$ cat config.mk
export PLATFORM = sky130hd
export DESIGN_NAME = camera_uart_irq_status
export DESIGN_NICKNAME = d
export VERILOG_FILES = /design/src/common/camera_uart_pkg.sv /design/src/verilog/camera_uart_irq_status.sv
export SDC_FILE = /design/constraint.sdc
export NUM_CORES = 1
export LEC_CHECK = 0
export BUFFER_PORTS_ARGS = -buffer_cell sky130_fd_sc_hd__clkbuf_2
export CORE_MARGIN = 4
export CORE_UTILIZATION = 55
export CTS_BUF_LIST = sky130_fd_sc_hd__clkbuf_4 sky130_fd_sc_hd__clkbuf_8 sky130_fd_sc_hd__clkbuf_16
export DETAILED_ROUTE_END_ITERATION = 8
export PLACE_DENSITY = 0.78
export REMOVE_ABC_BUFFERS = 1
export SLEW_MARGIN = 20
export SYNTH_ARGS = -nofsm -noshare
export SYNTH_HDL_FRONTEND = slang
export SYNTH_SLANG_ARGS = --single-unit
$ cat constraint.sdc
create_clock -name clk_in -period 3.6 [get_ports clk_in]
set_input_delay 0.36 -clock clk_in [delete_from_list [all_inputs] [get_ports clk_in]]
set_output_delay 0.36 -clock clk_in [all_outputs]
set_load 0.01 [all_outputs]
$ cat src/common/camera_uart_pkg.sv
// constants for the camera serial port and its interrupt status logic
package camera_uart_pkg;
    // =========================================================
    // register offsets
    localparam logic [7:0] OFS_COMMAND = 8'h00;      // write-only clear pulses
    localparam logic [7:0] OFS_CONFIG = 8'h02;       // acquisition irq enable
    localparam logic [7:0] OFS_UTIL3 = 8'h05;        // edge polarity, expose select
    localparam logic [7:0] OFS_CHAR = 8'h0a;         // camera_serial_char
    localparam logic [7:0] OFS_STATUS = 8'h0b;       // camera_serial_irq_status
    localparam logic [7:0] OFS_CONTROL = 8'h0c;      // serial control
    localparam logic [7:0] OFS_UTIL2 = 8'h10;        // fv irq enable, opto select
    localparam logic [7:0] OFS_EVENTS = 8'h30;       // sticky events, read clears
    localparam logic [7:0] OFS_EVMASK = 8'h31;       // event mask
    // =========================================================
    // field positions
    localparam int CMD_ACQ_CLR = 2;
    localparam int CMD_FV_CLR = 4;
    localparam int CFG_ACQ_EN = 7;
    localparam int U3_POL = 2;
    localparam int U3_EXPOSE = 3;
    localparam int U2_FV_EN = 3;
    localparam int U2_OPTO = 4;
    localparam int CTL_RX_EN = 0;
    localparam int CTL_TX_EN = 1;
    localparam int CTL_RX_IE = 2;
    localparam int CTL_TX_IE = 3;
    localparam int CTL_GLOB_IE = 4;
    localparam int CTL_RX_CLR = 5;
    localparam int CTL_BAUD_LO = 6;
    localparam int ST_RX_RDY = 0;
    localparam int ST_TX_RDY = 1;
    localparam int ST_FV_GATED = 4;
    localparam int ST_ACQ = 5;
    localparam int ST_FV_PEND = 6;
    localparam int ST_INTFC = 7;
    // event bits: 0 rx char, 1 tx done, 2 selected frame-valid irq source edge, 3 acquisition, 4 rx framing error
    localparam int EV_WIDTH = 5;
    // =========================================================
    // reset values
    localparam logic [7:0] CTRL_RESET = 8'h00;
    localparam logic [EV_WIDTH-1:0] EVMASK_RESET = 5'h00;
    // =========================================================
    // timing: 8 data bits, one stop bit, no parity
    localparam int CLK_HZ = 125_000_000;
    localparam int DATA_BITS = 8;
    localparam int BAUD_0 = 9600;
    localparam int BAUD_1 = 19200;
    localparam int BAUD_2 = 38400;
    localparam int BAUD_3 = 115200;
    localparam int BIT_CYC_0 = CLK_HZ / BAUD_0;
    localparam int BIT_CYC_1 = CLK_HZ / BAUD_1;
    localparam int BIT_CYC_2 = CLK_HZ / BAUD_2;
    localparam int BIT_CYC_3 = CLK_HZ / BAUD_3;
    // =========================================================
    // serial engine states
    typedef enum logic [1:0] {
        LN_IDLE = 2'b00,
        LN_START = 2'b01,
        LN_DATA = 2'b10,
        LN_STOP = 2'b11
    } line_state_e;
endpackage : camera_uart_pkg

$ cat src/verilog/camera_uart_irq_status.sv
// camera serial port with the interface interrupt status register
//
// Overview of operation
// - 8 data bits, one stop, no parity
// - write when tx ready sends the byte
// - char read returns last received character
// - tx ready set when enabled and idle
// - rx ready held until control bit 5
// - status bit 7 ORs four interrupt terms
// - interface term ANDed with global enable
// - frame-valid pending held until command bit 4
// - acquisition flag on enabled acquire rising edge
// - acquisition flag held until command bit 2
// - status bit 4 is pending AND enable
// - default source is frame-valid edge
// - expose select picks expose signal edge
// - opto select picks optocoupler edge
// - status register read-only, hardware-changed
// - baud select picks four line rates
//
// Added by the designer: the address-and-strobe port.
`timescale 1ns/1ps
module camera_uart_irq_status #(
    parameter int BIT_CYC_0 = camera_uart_pkg::BIT_CYC_0, // cycles per bit, 9600
    parameter int BIT_CYC_1 = camera_uart_pkg::BIT_CYC_1, // cycles per bit, 19200
    parameter int BIT_CYC_2 = camera_uart_pkg::BIT_CYC_2, // cycles per bit, 38400
    parameter int BIT_CYC_3 = camera_uart_pkg::BIT_CYC_3  // cycles per bit, 115200
) (
    input wire logic clk_in,                 // 125 MHz system clock
    input wire logic rst_in,                 // async reset, active high
    input wire logic [7:0] addr_in,          // register address
    input wire logic [7:0] wr_data_in,       // write data
    input wire logic wr_in,                  // write strobe
    input wire logic rd_in,                  // read strobe
    output logic [7:0] rd_data_out,          // read data, cycle after strobe
    input wire logic serial_in_from_camera,  // camera serial line in
    output logic serial_out_to_camera,       // camera serial line out
    input wire logic frame_valid_in,         // camera frame-valid
    input wire logic expose_in,              // expose from shutter timer
    input wire logic opto_trigger_in,        // optocoupler trigger
    input wire logic acquire_in_progress_in, // acquire-in-progress status
    output logic irq_request_out,            // interface irq to bus bridge
    output logic irq_out                     // sticky event irq through the event mask
);
    // =========================================================
    // input synchronisers
    // order: 0 rx line, 1 frame-valid, 2 expose, 3 opto, 4 acquire
    logic [4:0] sync1_r;                     // first stage, read only by stage two
    logic [4:0] sync2_r;                     // stable samples
    logic [4:0] prev_r;                      // previous stable sample
    wire logic [4:0] raw_pins = {acquire_in_progress_in, opto_trigger_in, expose_in,
                                 frame_valid_in, serial_in_from_camera};

    // two flops then a history flop for edges; rx line idles high
    always_ff @(posedge clk_in or posedge rst_in) begin
        if (rst_in) begin
            sync1_r <= 5'h01;
            sync2_r <= 5'h01;
            prev_r <= 5'h01;
        end else begin
            sync1_r <= raw_pins;
            sync2_r <= sync1_r;
            prev_r <= sync2_r;
        end
    end

    wire logic [4:0] rise = sync2_r & ~prev_r;
    wire logic [4:0] fall = ~sync2_r & prev_r;

    // =========================================================
    // configuration registers
    logic [7:0] ctrl_r;                      // serial control, bit 5 reads zero
    logic acq_en_r;                          // acquisition irq enable
    logic pol_r;                             // edge_polarity_select
    logic expose_sel_r;                      // expose_source_select
    logic opto_sel_r;                        // opto_source_select
    logic fv_en_r;                           // frame_valid_irq_enable
    logic [camera_uart_pkg::EV_WIDTH-1:0] evmask_r; // event mask

    wire logic wr_cmd = wr_in && addr_in == camera_uart_pkg::OFS_COMMAND;
    wire logic wr_char = wr_in && addr_in == camera_uart_pkg::OFS_CHAR;
    wire logic wr_ctl = wr_in && addr_in == camera_uart_pkg::OFS_CONTROL;
    wire logic rx_ready_clear = wr_ctl && wr_data_in[camera_uart_pkg::CTL_RX_CLR];
    wire logic acquisition_irq_clear = wr_cmd && wr_data_in[camera_uart_pkg::CMD_ACQ_CLR];
    wire logic frame_valid_irq_clear = wr_cmd && wr_data_in[camera_uart_pkg::CMD_FV_CLR];

    // stored control bits; the clear bit is a pulse, never stored
    always_ff @(posedge clk_in or posedge rst_in) begin
        if (rst_in) begin
            ctrl_r <= camera_uart_pkg::CTRL_RESET;
            acq_en_r <= 1'b0;
            pol_r <= 1'b0;
            expose_sel_r <= 1'b0;
            opto_sel_r <= 1'b0;
            fv_en_r <= 1'b0;
            evmask_r <= camera_uart_pkg::EVMASK_RESET;
        end else if (wr_in) begin
            unique case (addr_in)
                camera_uart_pkg::OFS_CONTROL: begin
                    ctrl_r <= wr_data_in & ~(8'h01 << camera_uart_pkg::CTL_RX_CLR);
                end
                camera_uart_pkg::OFS_CONFIG: acq_en_r <= wr_data_in[camera_uart_pkg::CFG_ACQ_EN];
                camera_uart_pkg::OFS_UTIL3: begin
                    pol_r <= wr_data_in[camera_uart_pkg::U3_POL];
                    expose_sel_r <= wr_data_in[camera_uart_pkg::U3_EXPOSE];
                end
                camera_uart_pkg::OFS_UTIL2: begin
                    fv_en_r <= wr_data_in[camera_uart_pkg::U2_FV_EN];
                    opto_sel_r <= wr_data_in[camera_uart_pkg::U2_OPTO];
                end
                camera_uart_pkg::OFS_EVMASK: begin
                    evmask_r <= wr_data_in[camera_uart_pkg::EV_WIDTH-1:0];
                end
                default: ;                   // other offsets hold no stored bits here
            endcase
        end
    end

    wire logic rx_en = ctrl_r[camera_uart_pkg::CTL_RX_EN];
    wire logic tx_en = ctrl_r[camera_uart_pkg::CTL_TX_EN];
    wire logic global_irq_enable = ctrl_r[camera_uart_pkg::CTL_GLOB_IE];

    // baud select to cycles per bit
    logic [15:0] bit_cyc;
    always_comb begin
        unique case (ctrl_r[camera_uart_pkg::CTL_BAUD_LO +: 2])
            2'b00: bit_cyc = 16'(BIT_CYC_0);
            2'b01: bit_cyc = 16'(BIT_CYC_1);
            2'b10: bit_cyc = 16'(BIT_CYC_2);
            2'b11: bit_cyc = 16'(BIT_CYC_3);
        endcase
    end

    // =========================================================
    // transmitter
    camera_uart_pkg::line_state_e tx_state_r; // transmit engine state
    logic [15:0] tx_cnt_r;                   // cycles left in current bit
    logic [2:0] tx_bit_r;                    // data bit index
    logic [7:0] tx_shift_r;                  // byte being sent
    logic tx_done;                           // stop bit finished

    wire logic tx_ready = tx_en && tx_state_r == camera_uart_pkg::LN_IDLE;
    wire logic tx_accept = wr_char && tx_ready;
    assign tx_done = tx_state_r == camera_uart_pkg::LN_STOP && tx_cnt_r == 16'h0001;

    // start low, lsb first, one stop, line idles high; writes while busy are dropped
    always_ff @(posedge clk_in or posedge rst_in) begin
        if (rst_in) begin
            tx_state_r <= camera_uart_pkg::LN_IDLE;
            tx_cnt_r <= 16'h0000;
            tx_bit_r <= 3'h0;
            tx_shift_r <= 8'h00;
            serial_out_to_camera <= 1'b1;
        end else begin
            unique case (tx_state_r)
                camera_uart_pkg::LN_IDLE: begin
                    if (tx_accept) begin
                        tx_shift_r <= wr_data_in;
                        tx_cnt_r <= bit_cyc;
                        serial_out_to_camera <= 1'b0;
                        tx_state_r <= camera_uart_pkg::LN_START;
                    end
                end
                camera_uart_pkg::LN_START, camera_uart_pkg::LN_DATA: begin
                    if (tx_cnt_r == 16'h0001) begin
                        tx_cnt_r <= bit_cyc;
                        serial_out_to_camera <= tx_shift_r[0];
                        tx_shift_r <= {1'b0, tx_shift_r[7:1]};
                        if (tx_state_r == camera_uart_pkg::LN_START) begin
                            tx_bit_r <= 3'h0;
                            tx_state_r <= camera_uart_pkg::LN_DATA;
                        end else if (tx_bit_r == 3'(camera_uart_pkg::DATA_BITS - 1)) begin
                            serial_out_to_camera <= 1'b1;
                            tx_state_r <= camera_uart_pkg::LN_STOP;
                        end else begin
                            tx_bit_r <= tx_bit_r + 3'h1;
                        end
                    end else begin
                        tx_cnt_r <= tx_cnt_r - 16'h0001;
                    end
                end
                camera_uart_pkg::LN_STOP: begin
                    if (tx_done) begin
                        tx_state_r <= camera_uart_pkg::LN_IDLE;
                    end else begin
                        tx_cnt_r <= tx_cnt_r - 16'h0001;
                    end
                end
            endcase
        end
    end

    // =========================================================
    // receiver
    camera_uart_pkg::line_state_e rx_state_r; // receive engine state
    logic [15:0] rx_cnt_r;                   // cycles to next sample
    logic [2:0] rx_bit_r;                    // data bit index
    logic [7:0] rx_shift_r;                  // assembling byte
    logic [7:0] rx_char_r;                   // last received character
    logic rx_ready_r;                        // receive-ready flag
    logic rx_got;                            // good stop bit seen
    logic rx_bad;                            // stop bit low
    wire logic rx_line = sync2_r[0];

    assign rx_got = rx_state_r == camera_uart_pkg::LN_STOP && rx_cnt_r == 16'h0001 && rx_line;
    assign rx_bad = rx_state_r == camera_uart_pkg::LN_STOP && rx_cnt_r == 16'h0001 && !rx_line;

    // sample mid-bit; a start glitch shorter than half a bit is ignored
    always_ff @(posedge clk_in or posedge rst_in) begin
        if (rst_in) begin
            rx_state_r <= camera_uart_pkg::LN_IDLE;
            rx_cnt_r <= 16'h0000;
            rx_bit_r <= 3'h0;
            rx_shift_r <= 8'h00;
            rx_char_r <= 8'h00;
        end else begin
            unique case (rx_state_r)
                camera_uart_pkg::LN_IDLE: begin
                    if (rx_en && !rx_line) begin
                        rx_cnt_r <= bit_cyc >> 1;
                        rx_state_r <= camera_uart_pkg::LN_START;
                    end
                end
                camera_uart_pkg::LN_START: begin
                    if (rx_cnt_r == 16'h0001) begin
                        rx_cnt_r <= bit_cyc;
                        rx_bit_r <= 3'h0;
                        rx_state_r <= rx_line ? camera_uart_pkg::LN_IDLE
                                              : camera_uart_pkg::LN_DATA;
                    end else begin
                        rx_cnt_r <= rx_cnt_r - 16'h0001;
                    end
                end
                camera_uart_pkg::LN_DATA: begin
                    if (rx_cnt_r == 16'h0001) begin
                        rx_cnt_r <= bit_cyc;
                        rx_shift_r <= {rx_line, rx_shift_r[7:1]};
                        if (rx_bit_r == 3'(camera_uart_pkg::DATA_BITS - 1)) begin
                            rx_state_r <= camera_uart_pkg::LN_STOP;
                        end else begin
                            rx_bit_r <= rx_bit_r + 3'h1;
                        end
                    end else begin
                        rx_cnt_r <= rx_cnt_r - 16'h0001;
                    end
                end
                camera_uart_pkg::LN_STOP: begin
                    if (rx_cnt_r == 16'h0001) begin
                        if (rx_line) begin
                            rx_char_r <= rx_shift_r;
                        end
                        rx_state_r <= camera_uart_pkg::LN_IDLE;
                    end else begin
                        rx_cnt_r <= rx_cnt_r - 16'h0001;
                    end
                end
            endcase
        end
    end

    // receive-ready: a new character wins over a clear in the same cycle
    always_ff @(posedge clk_in or posedge rst_in) begin
        if (rst_in) begin
            rx_ready_r <= 1'b0;
        end else if (rx_got && rx_en) begin
            rx_ready_r <= 1'b1;
        end else if (rx_ready_clear) begin
            rx_ready_r <= 1'b0;
        end
    end

    // =========================================================
    // frame-valid and acquisition interrupt flags
    logic fv_pend_r;                         // frame_valid_irq_pending
    logic acq_flag_r;                        // acquisition_irq_flag
    logic fv_event;                          // selected source edge

    // opto overrides expose, expose overrides frame-valid
    always_comb begin
        if (opto_sel_r) begin
            fv_event = pol_r ? rise[3] : fall[3];
        end else if (expose_sel_r) begin
            fv_event = pol_r ? rise[2] : fall[2];
        end else begin
            fv_event = pol_r ? rise[1] : fall[1];
        end
    end

    wire logic acq_event = acq_en_r && rise[4];

    // sticky flags; a new event beats its clear
    always_ff @(posedge clk_in or posedge rst_in) begin
        if (rst_in) begin
            fv_pend_r <= 1'b0;
            acq_flag_r <= 1'b0;
        end else begin
            fv_pend_r <= fv_event || (fv_pend_r && !frame_valid_irq_clear);
            acq_flag_r <= acq_event || (acq_flag_r && !acquisition_irq_clear);
        end
    end

    wire logic frame_valid_irq_gated = fv_pend_r && fv_en_r;
    wire logic interface_irq_flag = (tx_ready && ctrl_r[camera_uart_pkg::CTL_TX_IE])
        || (rx_ready_r && ctrl_r[camera_uart_pkg::CTL_RX_IE]) || acq_flag_r
        || frame_valid_irq_gated;
    wire logic [7:0] status = {interface_irq_flag, fv_pend_r, acq_flag_r,
        frame_valid_irq_gated, 2'b00, tx_ready, rx_ready_r};

    // bridge applies its own two enables downstream
    always_ff @(posedge clk_in or posedge rst_in) begin
        if (rst_in) begin
            irq_request_out <= 1'b0;
        end else begin
            irq_request_out <= interface_irq_flag && global_irq_enable;
        end
    end

    // =========================================================
    // sticky events, read of the event register clears them
    logic [camera_uart_pkg::EV_WIDTH-1:0] events_r; // sticky event bits
    wire logic [camera_uart_pkg::EV_WIDTH-1:0] ev_in = {rx_bad, acq_event, fv_event,
                                                        tx_done, rx_got};
    wire logic ev_read = rd_in && addr_in == camera_uart_pkg::OFS_EVENTS;

    always_ff @(posedge clk_in or posedge rst_in) begin
        if (rst_in) begin
            events_r <= '0;
            irq_out <= 1'b0;
        end else begin
            events_r <= ev_in | (ev_read ? '0 : events_r);
            irq_out <= |((ev_in | (ev_read ? '0 : events_r)) & evmask_r);
        end
    end

    // =========================================================
    // read port, data one cycle after strobe, unmapped reads zero
    always_ff @(posedge clk_in or posedge rst_in) begin
        if (rst_in) begin
            rd_data_out <= 8'h00;
        end else if (rd_in) begin
            unique case (addr_in)
                camera_uart_pkg::OFS_CHAR: rd_data_out <= rx_char_r;
                camera_uart_pkg::OFS_STATUS: rd_data_out <= status;
                camera_uart_pkg::OFS_CONTROL: rd_data_out <= ctrl_r;
                camera_uart_pkg::OFS_CONFIG: rd_data_out <= {acq_en_r, 7'h00};
                camera_uart_pkg::OFS_UTIL3: rd_data_out <= {4'h0, expose_sel_r, pol_r, 2'b00};
                camera_uart_pkg::OFS_UTIL2: rd_data_out <= {3'h0, opto_sel_r, fv_en_r, 3'h0};
                camera_uart_pkg::OFS_EVENTS: rd_data_out <= 8'(events_r);
                camera_uart_pkg::OFS_EVMASK: rd_data_out <= 8'(evmask_r);
                default: rd_data_out <= 8'h00;
            endcase
        end else begin
            rd_data_out <= 8'h00;
        end
    end

    // =========================================================
    // assertions
    a_tx_busy_drop: assert property (@(posedge clk_in) disable iff (rst_in)
        tx_accept |=> !tx_ready ##1 !tx_ready)
        else $error("tx ready not dropped after accept");
    a_tx_start_low: assert property (@(posedge clk_in) disable iff (rst_in)
        tx_accept |=> !serial_out_to_camera && tx_shift_r == $past(wr_data_in))
        else $error("accepted byte not started");
    a_tx_idle_high: assert property (@(posedge clk_in) disable iff (rst_in)
        tx_state_r == camera_uart_pkg::LN_IDLE |-> serial_out_to_camera)
        else $error("line not high while idle");
    a_rx_hold_flag: assert property (@(posedge clk_in) disable iff (rst_in)
        rx_ready_r && !rx_ready_clear |=> rx_ready_r)
        else $error("rx ready lost without clear");
    a_char_read_data: assert property (@(posedge clk_in) disable iff (rst_in)
        rd_in && addr_in == camera_uart_pkg::OFS_CHAR
            |=> rd_data_out == $past(rx_char_r))
        else $error("char read wrong data");
    a_irq_req_gate: assert property (@(posedge clk_in) disable iff (rst_in)
        !global_irq_enable |=> !irq_request_out)
        else $error("irq request without global enable");
    a_acq_flag_set: assert property (@(posedge clk_in) disable iff (rst_in)
        acq_en_r && rise[4] |=> acq_flag_r ##1 (acq_flag_r || $past(acquisition_irq_clear)))
        else $error("acquisition flag not set");
    a_acq_flag_hold: assert property (@(posedge clk_in) disable iff (rst_in)
        acq_flag_r && !acquisition_irq_clear |=> acq_flag_r)
        else $error("acquisition flag lost");
    a_fv_pend_hold: assert property (@(posedge clk_in) disable iff (rst_in)
        fv_pend_r && !frame_valid_irq_clear |=> fv_pend_r)
        else $error("frame-valid pending lost");
    a_status_gated: assert property (@(posedge clk_in) disable iff (rst_in)
        rd_in && addr_in == camera_uart_pkg::OFS_STATUS
            |=> rd_data_out[camera_uart_pkg::ST_FV_GATED]
            == ($past(fv_pend_r) && $past(fv_en_r)))
        else $error("gated frame-valid bit wrong");
    a_opto_select: assert property (@(posedge clk_in) disable iff (rst_in)
        opto_sel_r && pol_r && rise[3] && !frame_valid_irq_clear |=> fv_pend_r)
        else $error("opto edge missed");
endmodule : camera_uart_irq_status
==> impl_results.md, run 1 <==
* NumNets Final at 747
* Peak supply drop at 0.423 mV
* DR vias at 5807
* Clk root buf: clkbuf_16
* Post-synthesis simple-gate area fraction at 17.6%
* Post-route insts no fill at 857
* R2R depth at 5
* CTS Buf Count at 17
* Most frequent cells in the layout: 113 x dfrtp_1, 54 x nand2_1, 49 x nor2_1, 49 x mux2_2, 41 x o21ai_0
* Drt first pass iters at 7
* Clk_lat worst skew at 420 ps
* Worst setup path start: rx_cnt_r[7]$_DFFE_PP0P_
* Internal Power at 0.00282 W
* Largest net degree at the start of global routing at 53
* Dominant synthesized flop cell: dfrtp_1
* DP Wirelength at 12400 um
* R2r setup slk at 770 ps
* Final RePlAce weighted congestion at 1.02
* Post-synthesis compound-gate area fraction at 20.2%
* Critical path endpoint category: flip-flop
* Post-placement cell count at 825
* Most crowded layer after global routing: met2
* Clk buf depth at 2
* # setup viols final at 0
* Seq/Total Area, Yosys at 44.2%
* Area Overhead vs Synth at 13.4%
* CTS hold repair buffers at 0
* Crit Path Class: reg2reg
* Worst path slowest cell: nor4_1
* RSZ-0062 raised after global routing: no
* Mean area per synthesized cell at 9.83 um2
* Synth area leaders: dfrtp_1 43%, mux2_2 8.4%, ha_1 4.0%
* CP required at 3900 ps
* Ys async rst share at 100%
* Netlist cell types at 72
* Met3 Usage GRT at 6.21%
* Grt met2 use at 43.2%
* Slew Viols, Final at 0
* Cell family with most CP delay: simple AND/OR/NAND/NOR gates
* Max Freq at 354 MHz
* Routed len/inst at 20.8 um
* Via density at 6.78
* DRC errors left at 0
* Reg2reg end: rx_shift_r[6]$_DFFE_PP0P_
* Clk sinks at 116
* ANT cells at 0
* Hold Fails Final Rpt at 0
* Die area at 13800 um2
* Max_slew headroom at 44.8%
* Crit-path cells: nor4_1 -> nand2_1 -> nor2_1 -> nand2_1 -> mux2_2
* Worst Hold Class: in2reg
* Drt total wl at 17900 um
* Worst Path Buf+Inv at 0
* Logic pwr share at 24.3%
* Final Skew at 6.16 ps
* Post-cts resize count at 0
* Overflow after GRT at 0
* Die H at 117 um
* Initial antenna violation count at 0
* Crit-path max cell delay at 590 ps
* Finished Core Util at 64.5%
* Core area at 11600 um2
* Mux cell area share after synthesis at 9.30%
* Filler cell count at 925
* Number of synthesized register bits at 116
* Outcome: finished clean
* Most common cell after layout, fill and taps aside: dfrtp_1
* Share of layout cells above drive strength 1 at 19.9%
* CTS tree: yes
* Startpoint Class: flip-flop
* I/O pins at 36
* Post-synthesis instance total at 669
* Top-area cell type share of the netlist area at 43.0%
* Largest family of logic cells by synthesized area: compound AO/OA/AOI/OAI gates
* # rows at 39
* Vias in the first global route at 5774
* DRT antenna net count at 0
* Worst reg2reg startpoint: rx_cnt_r[7]$_DFFE_PP0P_
* Setup TNS at 0 ps
* Dominant cell type by area after synthesis: dfrtp_1
* Post-synthesis xor/xnor area fraction at 1.33%
* Port Buffers at 35
* Post-synth EDFFs at 0
* Clk pwr share at 38.4%
* Max H-tree Level at 4
* Horiz. Die Dim at 117 um
* Slew @ Worst Pin at 821 ps
* Fraction of power spent switching nets at 32.8%
* Starting Density at 56.9%
* GRT Total Usage at 26.3%
* Sw power at 0.00138 W
* Synthesized area at 6580 um2
* CTS clock-pin slew for the worst setup and hold paths at 60 ps
* Share of power burned in registers at 37.2%
* Global-route wire length before repair at 29300 um
* Critical path arrival at 3130 ps
* Yosys Warn Count at 0
* Period utilization at 78.5%
* CP endpoint: rx_shift_r[6]$_DFFE_PP0P_
* Worst-path maximum fanout at 9
* Tmin final at 2830 ps
* Worst path depth at 5
* Adder-cell share of the synthesized area at 3.99%
* Critical path's most frequent cell: nand2_1
* GRT met1 Usage at 33.6%
* MaxCap Viol Count at 0
* 1st-iter DRT viols at 590
* Pwr Density at 563 nW/um2
* Setup Buffers After CTS at 0
* Pleak at 3.34 nW
[cell families after synthesis]
group,Yosys count
compound gates,188
fa+ha+maj,21
flops,116
xor+xnor,10
buf+inv,57
mux,55
simple gates,222
[per-layer routing]
metal	vias up	wire, um	share of wire, %
li1	2600	-	-
met1	2827	7250	41
met2	322	8610	48
met3	58	1400	7.8
met4	0	603	3.4
met5	-	0	0
[per-stage QoR]
stage               setup WS, ps  power, W  instance area, um2  hold slack, ps
floorplan                    173   0.00228                6450             331
global placement             949   0.00253                6890             332
detailed placement           854   0.00257                6890             339
CTS                          820   0.00418                7460            13.6
global route                 542   0.00439                7460            14.1
finish                       773   0.00420                7460            23.2
[worst reg2reg max path, stage by stage, from the launching register on]
cell	delay [ps]
dfrtp_1	450
nor4_1	590
nand2_1	350
nor2_1	580
nand2_1	370
mux2_2	370
[worst min path at each step]
| stage | cells past startpoint | slack [ps] | to | start |
|---|---|---|---|---|
| 2_1_floorplan | 0 | 330 | sync2_r[1]$_DFF_PP0_ | sync1_r[1]$_DFF_PP0_ |
| 3_3_place_gp | 0 | 330 | sync2_r[3]$_DFF_PP0_ | sync1_r[3]$_DFF_PP0_ |
| 3_5_place_dp | 0 | 340 | sync2_r[1]$_DFF_PP0_ | sync1_r[1]$_DFF_PP0_ |
| 4_1_cts | 1 | 10 | sync1_r[0]$_DFF_PP1_ | serial_in_from_camera |
| 5_1_grt | 1 | 10 | sync1_r[0]$_DFF_PP1_ | serial_in_from_camera |
| 6_report | 1 | 20 | sync1_r[0]$_DFF_PP1_ | serial_in_from_camera |
[final cells by class]
cell class	count	area [um2]	area share, %
flip-flops and latches	116	2910	39.0
multi-input cells	496	3450	46.3
clock buffers	23	489	6.56
well taps	143	179	2.40
inverters	24	92.6	1.24
repair buffers	46	258	3.46
clock inverters	9	80.1	1.07
[Yosys cell counts (all sizes together), types with 3 or more instances]
cell type	count
mux2	49
xor2	5
a31oi	14
xnor2	5
a21oi	29
nand4	10
o41ai	6
and3	5
and2	9
buf	7
a21boi	3
nor2	49
a211oi	7
or3	3
nand3	18
a21o	7
nor2b	4
a22oi	4
nor4	15
o22ai	6
o31ai	8
nand2	55
a41oi	3
nor4bb	3
a222oi	11
mux2i	6
a211o	5
a221oi	4
dfrtp	113
ha	21
nor3b	5
clkbuf	26
o31a	5
nor3	20
dfstp	3
a22o	9
or4	9
inv	24
nand2b	9
o21ai	41
o211ai	3
[state kept, by name, indices dropped and copies added, names as in the netlist, 2 cells and up, named ones only]
name / count
tx_cnt_r: 16
rx_shift_r: 8
tx_shift_r: 8
rd_data_out: 8
evmask_r: 5
tx_state_r: 2
sync1_r: 5
rx_cnt_r: 16
ctrl_r: 7
sync2_r: 5
events_r: 5
rx_bit_r: 3
rx_char_r: 8
prev_r: 4
tx_bit_r: 3
[power groups by stage]
stage          sequential [W]  combinational, W  clock (W)
2_1_floorplan         0.00154          0.000741          0
3_5_place_dp          0.00158          0.000989          0
5_1_grt               0.00158           0.00112    0.00169
4_1_cts               0.00156          0.000997    0.00163
6_report              0.00156           0.00102    0.00161
3_3_place_gp          0.00157          0.000966          0
No activity file was read; power rests on OpenSTA's default activity.
==> run 2, diff against run 1 <==
Settings changed: ABC_AREA set to 1.
Clock period 3.6 ns to 2.42 ns, I/O delays scaled along.
==> impl_results.md, run 2 <==
* Clk root buf: clkbuf_16 (unchanged)
* Via density at 5.47 (was 6.78)
* Initial antenna violation count at 0 (unchanged)
* # setup viols final at 0 (unchanged)
* Crit Path Class: reg2reg (unchanged)
* Max_slew headroom at 57.3% (was 44.8%)
* Pleak at 3.80 nW (was 3.34 nW)
* Die H at 117 um (about the same)
* Synthesized area at 6520 um2 (was 6580 um2)
* Worst-path maximum fanout at 15 (was 9)
* GRT Total Usage at 25.1% (was 26.3%)
* ANT cells at 0 (unchanged)
* Top cells by count, synth: 242 x nand2_1, 113 x dfrtp_1, 103 x inv_1 (was 113 x dfrtp_1, 54 x nand2_1, 49 x mux2_2, 49 x nor2_1, 41 x o21ai_0)
* Starting Density at 56.6% (was 56.9%)
* Routed length on met2 at 7470 um (was 8610 um)
* Pwr Density at 829 nW/um2 (was 563 nW/um2)
* RSZ-0062 raised after global routing: no (unchanged)
* Yosys Warn Count at 0 (unchanged)
* 1st-iter DRT viols at 602 (was 590)
* Slew @ Worst Pin at 635 ps (was 821 ps)
* Post-synth EDFFs at 0 (unchanged)
* Max H-tree Level at 4 (unchanged)
* Vias in the first global route at 5497 (was 5774)
* DRC errors left at 0 (unchanged)
* Critical path endpoint category: flip-flop (unchanged)
* Largest net degree at the start of global routing at 45 (was 53)
* Filler cell count at 953 (was 925)
* Startpoint Class: flip-flop (unchanged)
* Synth area leaders: dfrtp_1 43%, nand2_1 14%, inv_1 5.9% (was dfrtp_1 43%, mux2_2 8.4%, ha_1 4.0%)
* Critical path arrival at 2290 ps (was 3130 ps)
* CTS clock-pin slew for the worst setup and hold paths at 60 ps (about the same)
* FF+latch area at 2910 um2 (unchanged)
* NumNets Final at 950 (was 747)
* Top routing layer in use: met4 (unchanged)
* Post-cts resize count at 0 (unchanged)
* Share of layout cells above drive strength 1 at 13.4% (was 19.9%)
* Overflow after GRT at 0 (unchanged)
* Final Skew at 7.87 ps (was 6.16 ps)
* Most frequent cells in the layout: 242 x nand2_1, 113 x dfrtp_1, 102 x inv_1 (was 113 x dfrtp_1, 54 x nand2_1, 49 x nor2_1, 49 x mux2_2, 41 x o21ai_0)
* DP Wirelength at 11700 um (was 12400 um)
* Dominant cell type by area after synthesis: dfrtp_1 (unchanged)
* Top-area cell type share of the netlist area at 43.4% (was 43.0%)
* Mean area per synthesized cell at 7.66 um2 (was 9.83 um2)
* Number of synthesized register bits at 116 (unchanged)
* Drt first pass iters at 6 (was 7)
* Final RePlAce weighted congestion at 0.984 (was 1.02)
* CP required at 2730 ps (was 3900 ps)
* Clk buf depth at 2 (unchanged)
* Die area at 13700 um2 (was 13800 um2)
* DRT antenna net count at 0 (unchanged)
* Slew Viols, Final at 0 (unchanged)
* Max Freq at 507 MHz (was 354 MHz)
* Port Buffers at 35 (unchanged)
* # rows at 39 (unchanged)
* Area Overhead vs Synth at 15.1% (was 13.4%)
* DR vias at 5793 (was 5807)
* Multi-input gate area at 3110 um2 (was 3450 um2)
* Drt total wl at 16000 um (was 17900 um)
* MaxCap Viol Count at 0 (unchanged)
* Dominant synthesized flop cell: dfrtp_1 (unchanged)
* CTS tree: yes (unchanged)
* Count leader, synth: nand2_1 (was dfrtp_1)
* CTS Buf Count at 17 (unchanged)
* I/O pins at 36 (unchanged)
* Wl on met1 at 7330 um (was 7250 um)
* Worst Hold Class: in2reg (unchanged)
* Ys async rst share at 100% (unchanged)
* Peak supply drop at 0.468 mV (was 0.423 mV)
* Hold WS at 61.8 ps (was 23.2 ps)
* Outcome: finished clean (unchanged)
* Setup TNS at 0 ps (unchanged)
* Seq/Total Area, Yosys at 44.6% (was 44.2%)
* Tmin final at 1970 ps (was 2830 ps)
* Top flop regs: rx_cnt_r x16, tx_cnt_r x16 (unchanged)
* Most common cell after layout, fill and taps aside: nand2_1 (was dfrtp_1)
* Global-route wire length before repair at 26600 um (was 29300 um)
* Netlist cell types at 42 (was 72)
* Routed len/inst at 15.1 um (was 20.8 um)
* Clk sinks at 116 (unchanged)
* Post-synthesis instance total at 851 (was 669)
* Horiz. Die Dim at 117 um (about the same)
* Routed wl met3 at 996 um (was 1400 um)
* Period utilization at 81.5% (was 78.5%)
* Core area at 11500 um2 (was 11600 um2)
* Hold Fails Final Rpt at 0 (unchanged)
* Clk_lat worst skew at 420 ps (about the same)
==> run 2: cell count changes after synthesis, moves of 19 or more <==
cell and delta:
clkbuf_1 -19, inv_1 +79, mux2_2 -48, nand2_1 +188
nand3_1 +41, nor2_1 +24, o21ai_0 +32
==> run 2: metal layers <==
layer  global-route usage (%)  up-vias
met4                     6.96        0
met2                     39.4      193
met1                     35.0     2735
met5                        0        -
li1                         -     2842
met3                     6.07       23
==> run 2: worst paths after layout <==
| path | start | end | slack, ps | cells after the start |
|---|---|---|---|---|
| max | rx_cnt_r[1]$_DFFE_PP0P_ | rx_cnt_r[0]$_DFFE_PP0P_ | 450 | 13 |
| min | wr_data_in[2] | pol_r$_DFFE_PP0P_ | 60 | 3 |
| max reg2reg | rx_cnt_r[1]$_DFFE_PP0P_ | rx_cnt_r[0]$_DFFE_PP0P_ | 450 | 13 |
| min reg2reg | sync1_r[1]$_DFF_PP0_ | sync2_r[1]$_DFF_PP0_ | 350 | 0 |
| max in group asynchronous | rst_in | serial_out_to_camera$_DFFE_PP1P_ | 1310 | 4 |
| min in group asynchronous | rst_in | rx_cnt_r[11]$_DFFE_PP0P_ | 430 | 3 |
==> run 2: critical path: stages (launching register included) <==
cell and delay, ps:
dfrtp_1 370, inv_1 110, ha_1 170, nand3_1 90, nor2_2 120, nand2_2 150
inv_2 130, nand2_2 70, nand2_4 180, inv_2 150, nand3_1 120, o21ai_1 80
inv_1 50, nand2_1 40
==> run 2: cells by family after synthesis <==
group	after synthesis	synth area share [%]
DFF	116	44.6
and+or+nand+nor	423	28.3
buffers and inverters	125	7.79
adders and majority gates	21	4.03
muxes	2	0.403
xor gates and xnor gates	17	2.28
AOI/OAI and AO/OA	147	12.6
==> run 2: cell type report <==
| cell class | instances | share of cell area [%] |
|---|---|---|
| Sequential cell | 116 | 38.7 |
| Inverter | 111 | 5.62 |
| Clock buffer | 18 | 5.85 |
| Clock inverter | 14 | 1.87 |
| Multi-Input combinational cell | 610 | 41.4 |
| Timing Repair Buffer | 48 | 4.17 |
| Tap cell | 143 | 2.38 |
==> run 2: report_power, final <==
group / total, W / internal, W / switching [W] / leakage [nW]
Sequential: 0.00228 / 0.00211 / 0.000173 / 1.44
Clock: 0.00247 / 0.00147 / 0.00100 / 0.281
Combinational: 0.00147 / 0.000489 / 0.000980 / 2.07
==> run 2: per-stage QoR <==
step,utilization (%),area [um2],power (W),cells,worst slack (ps)
after detailed placement,59.6,6870,0.00374,1022,507
after global placement,59.6,6870,0.00373,1022,533
after CTS,65.2,7500,0.00622,1060,489
after floorplan,-,6430,0.00335,837,-889
final,65.2,7500,0.00622,1060,448
after global routing,65.2,7500,0.00657,1060,263
==> run 2: timing repair <==
action                     in CTS  in global routing
hold endpoints to repair       45                  0
setup endpoints to repair       0                  0
hold buffers                    6                  0
buffers inserted                0                  0
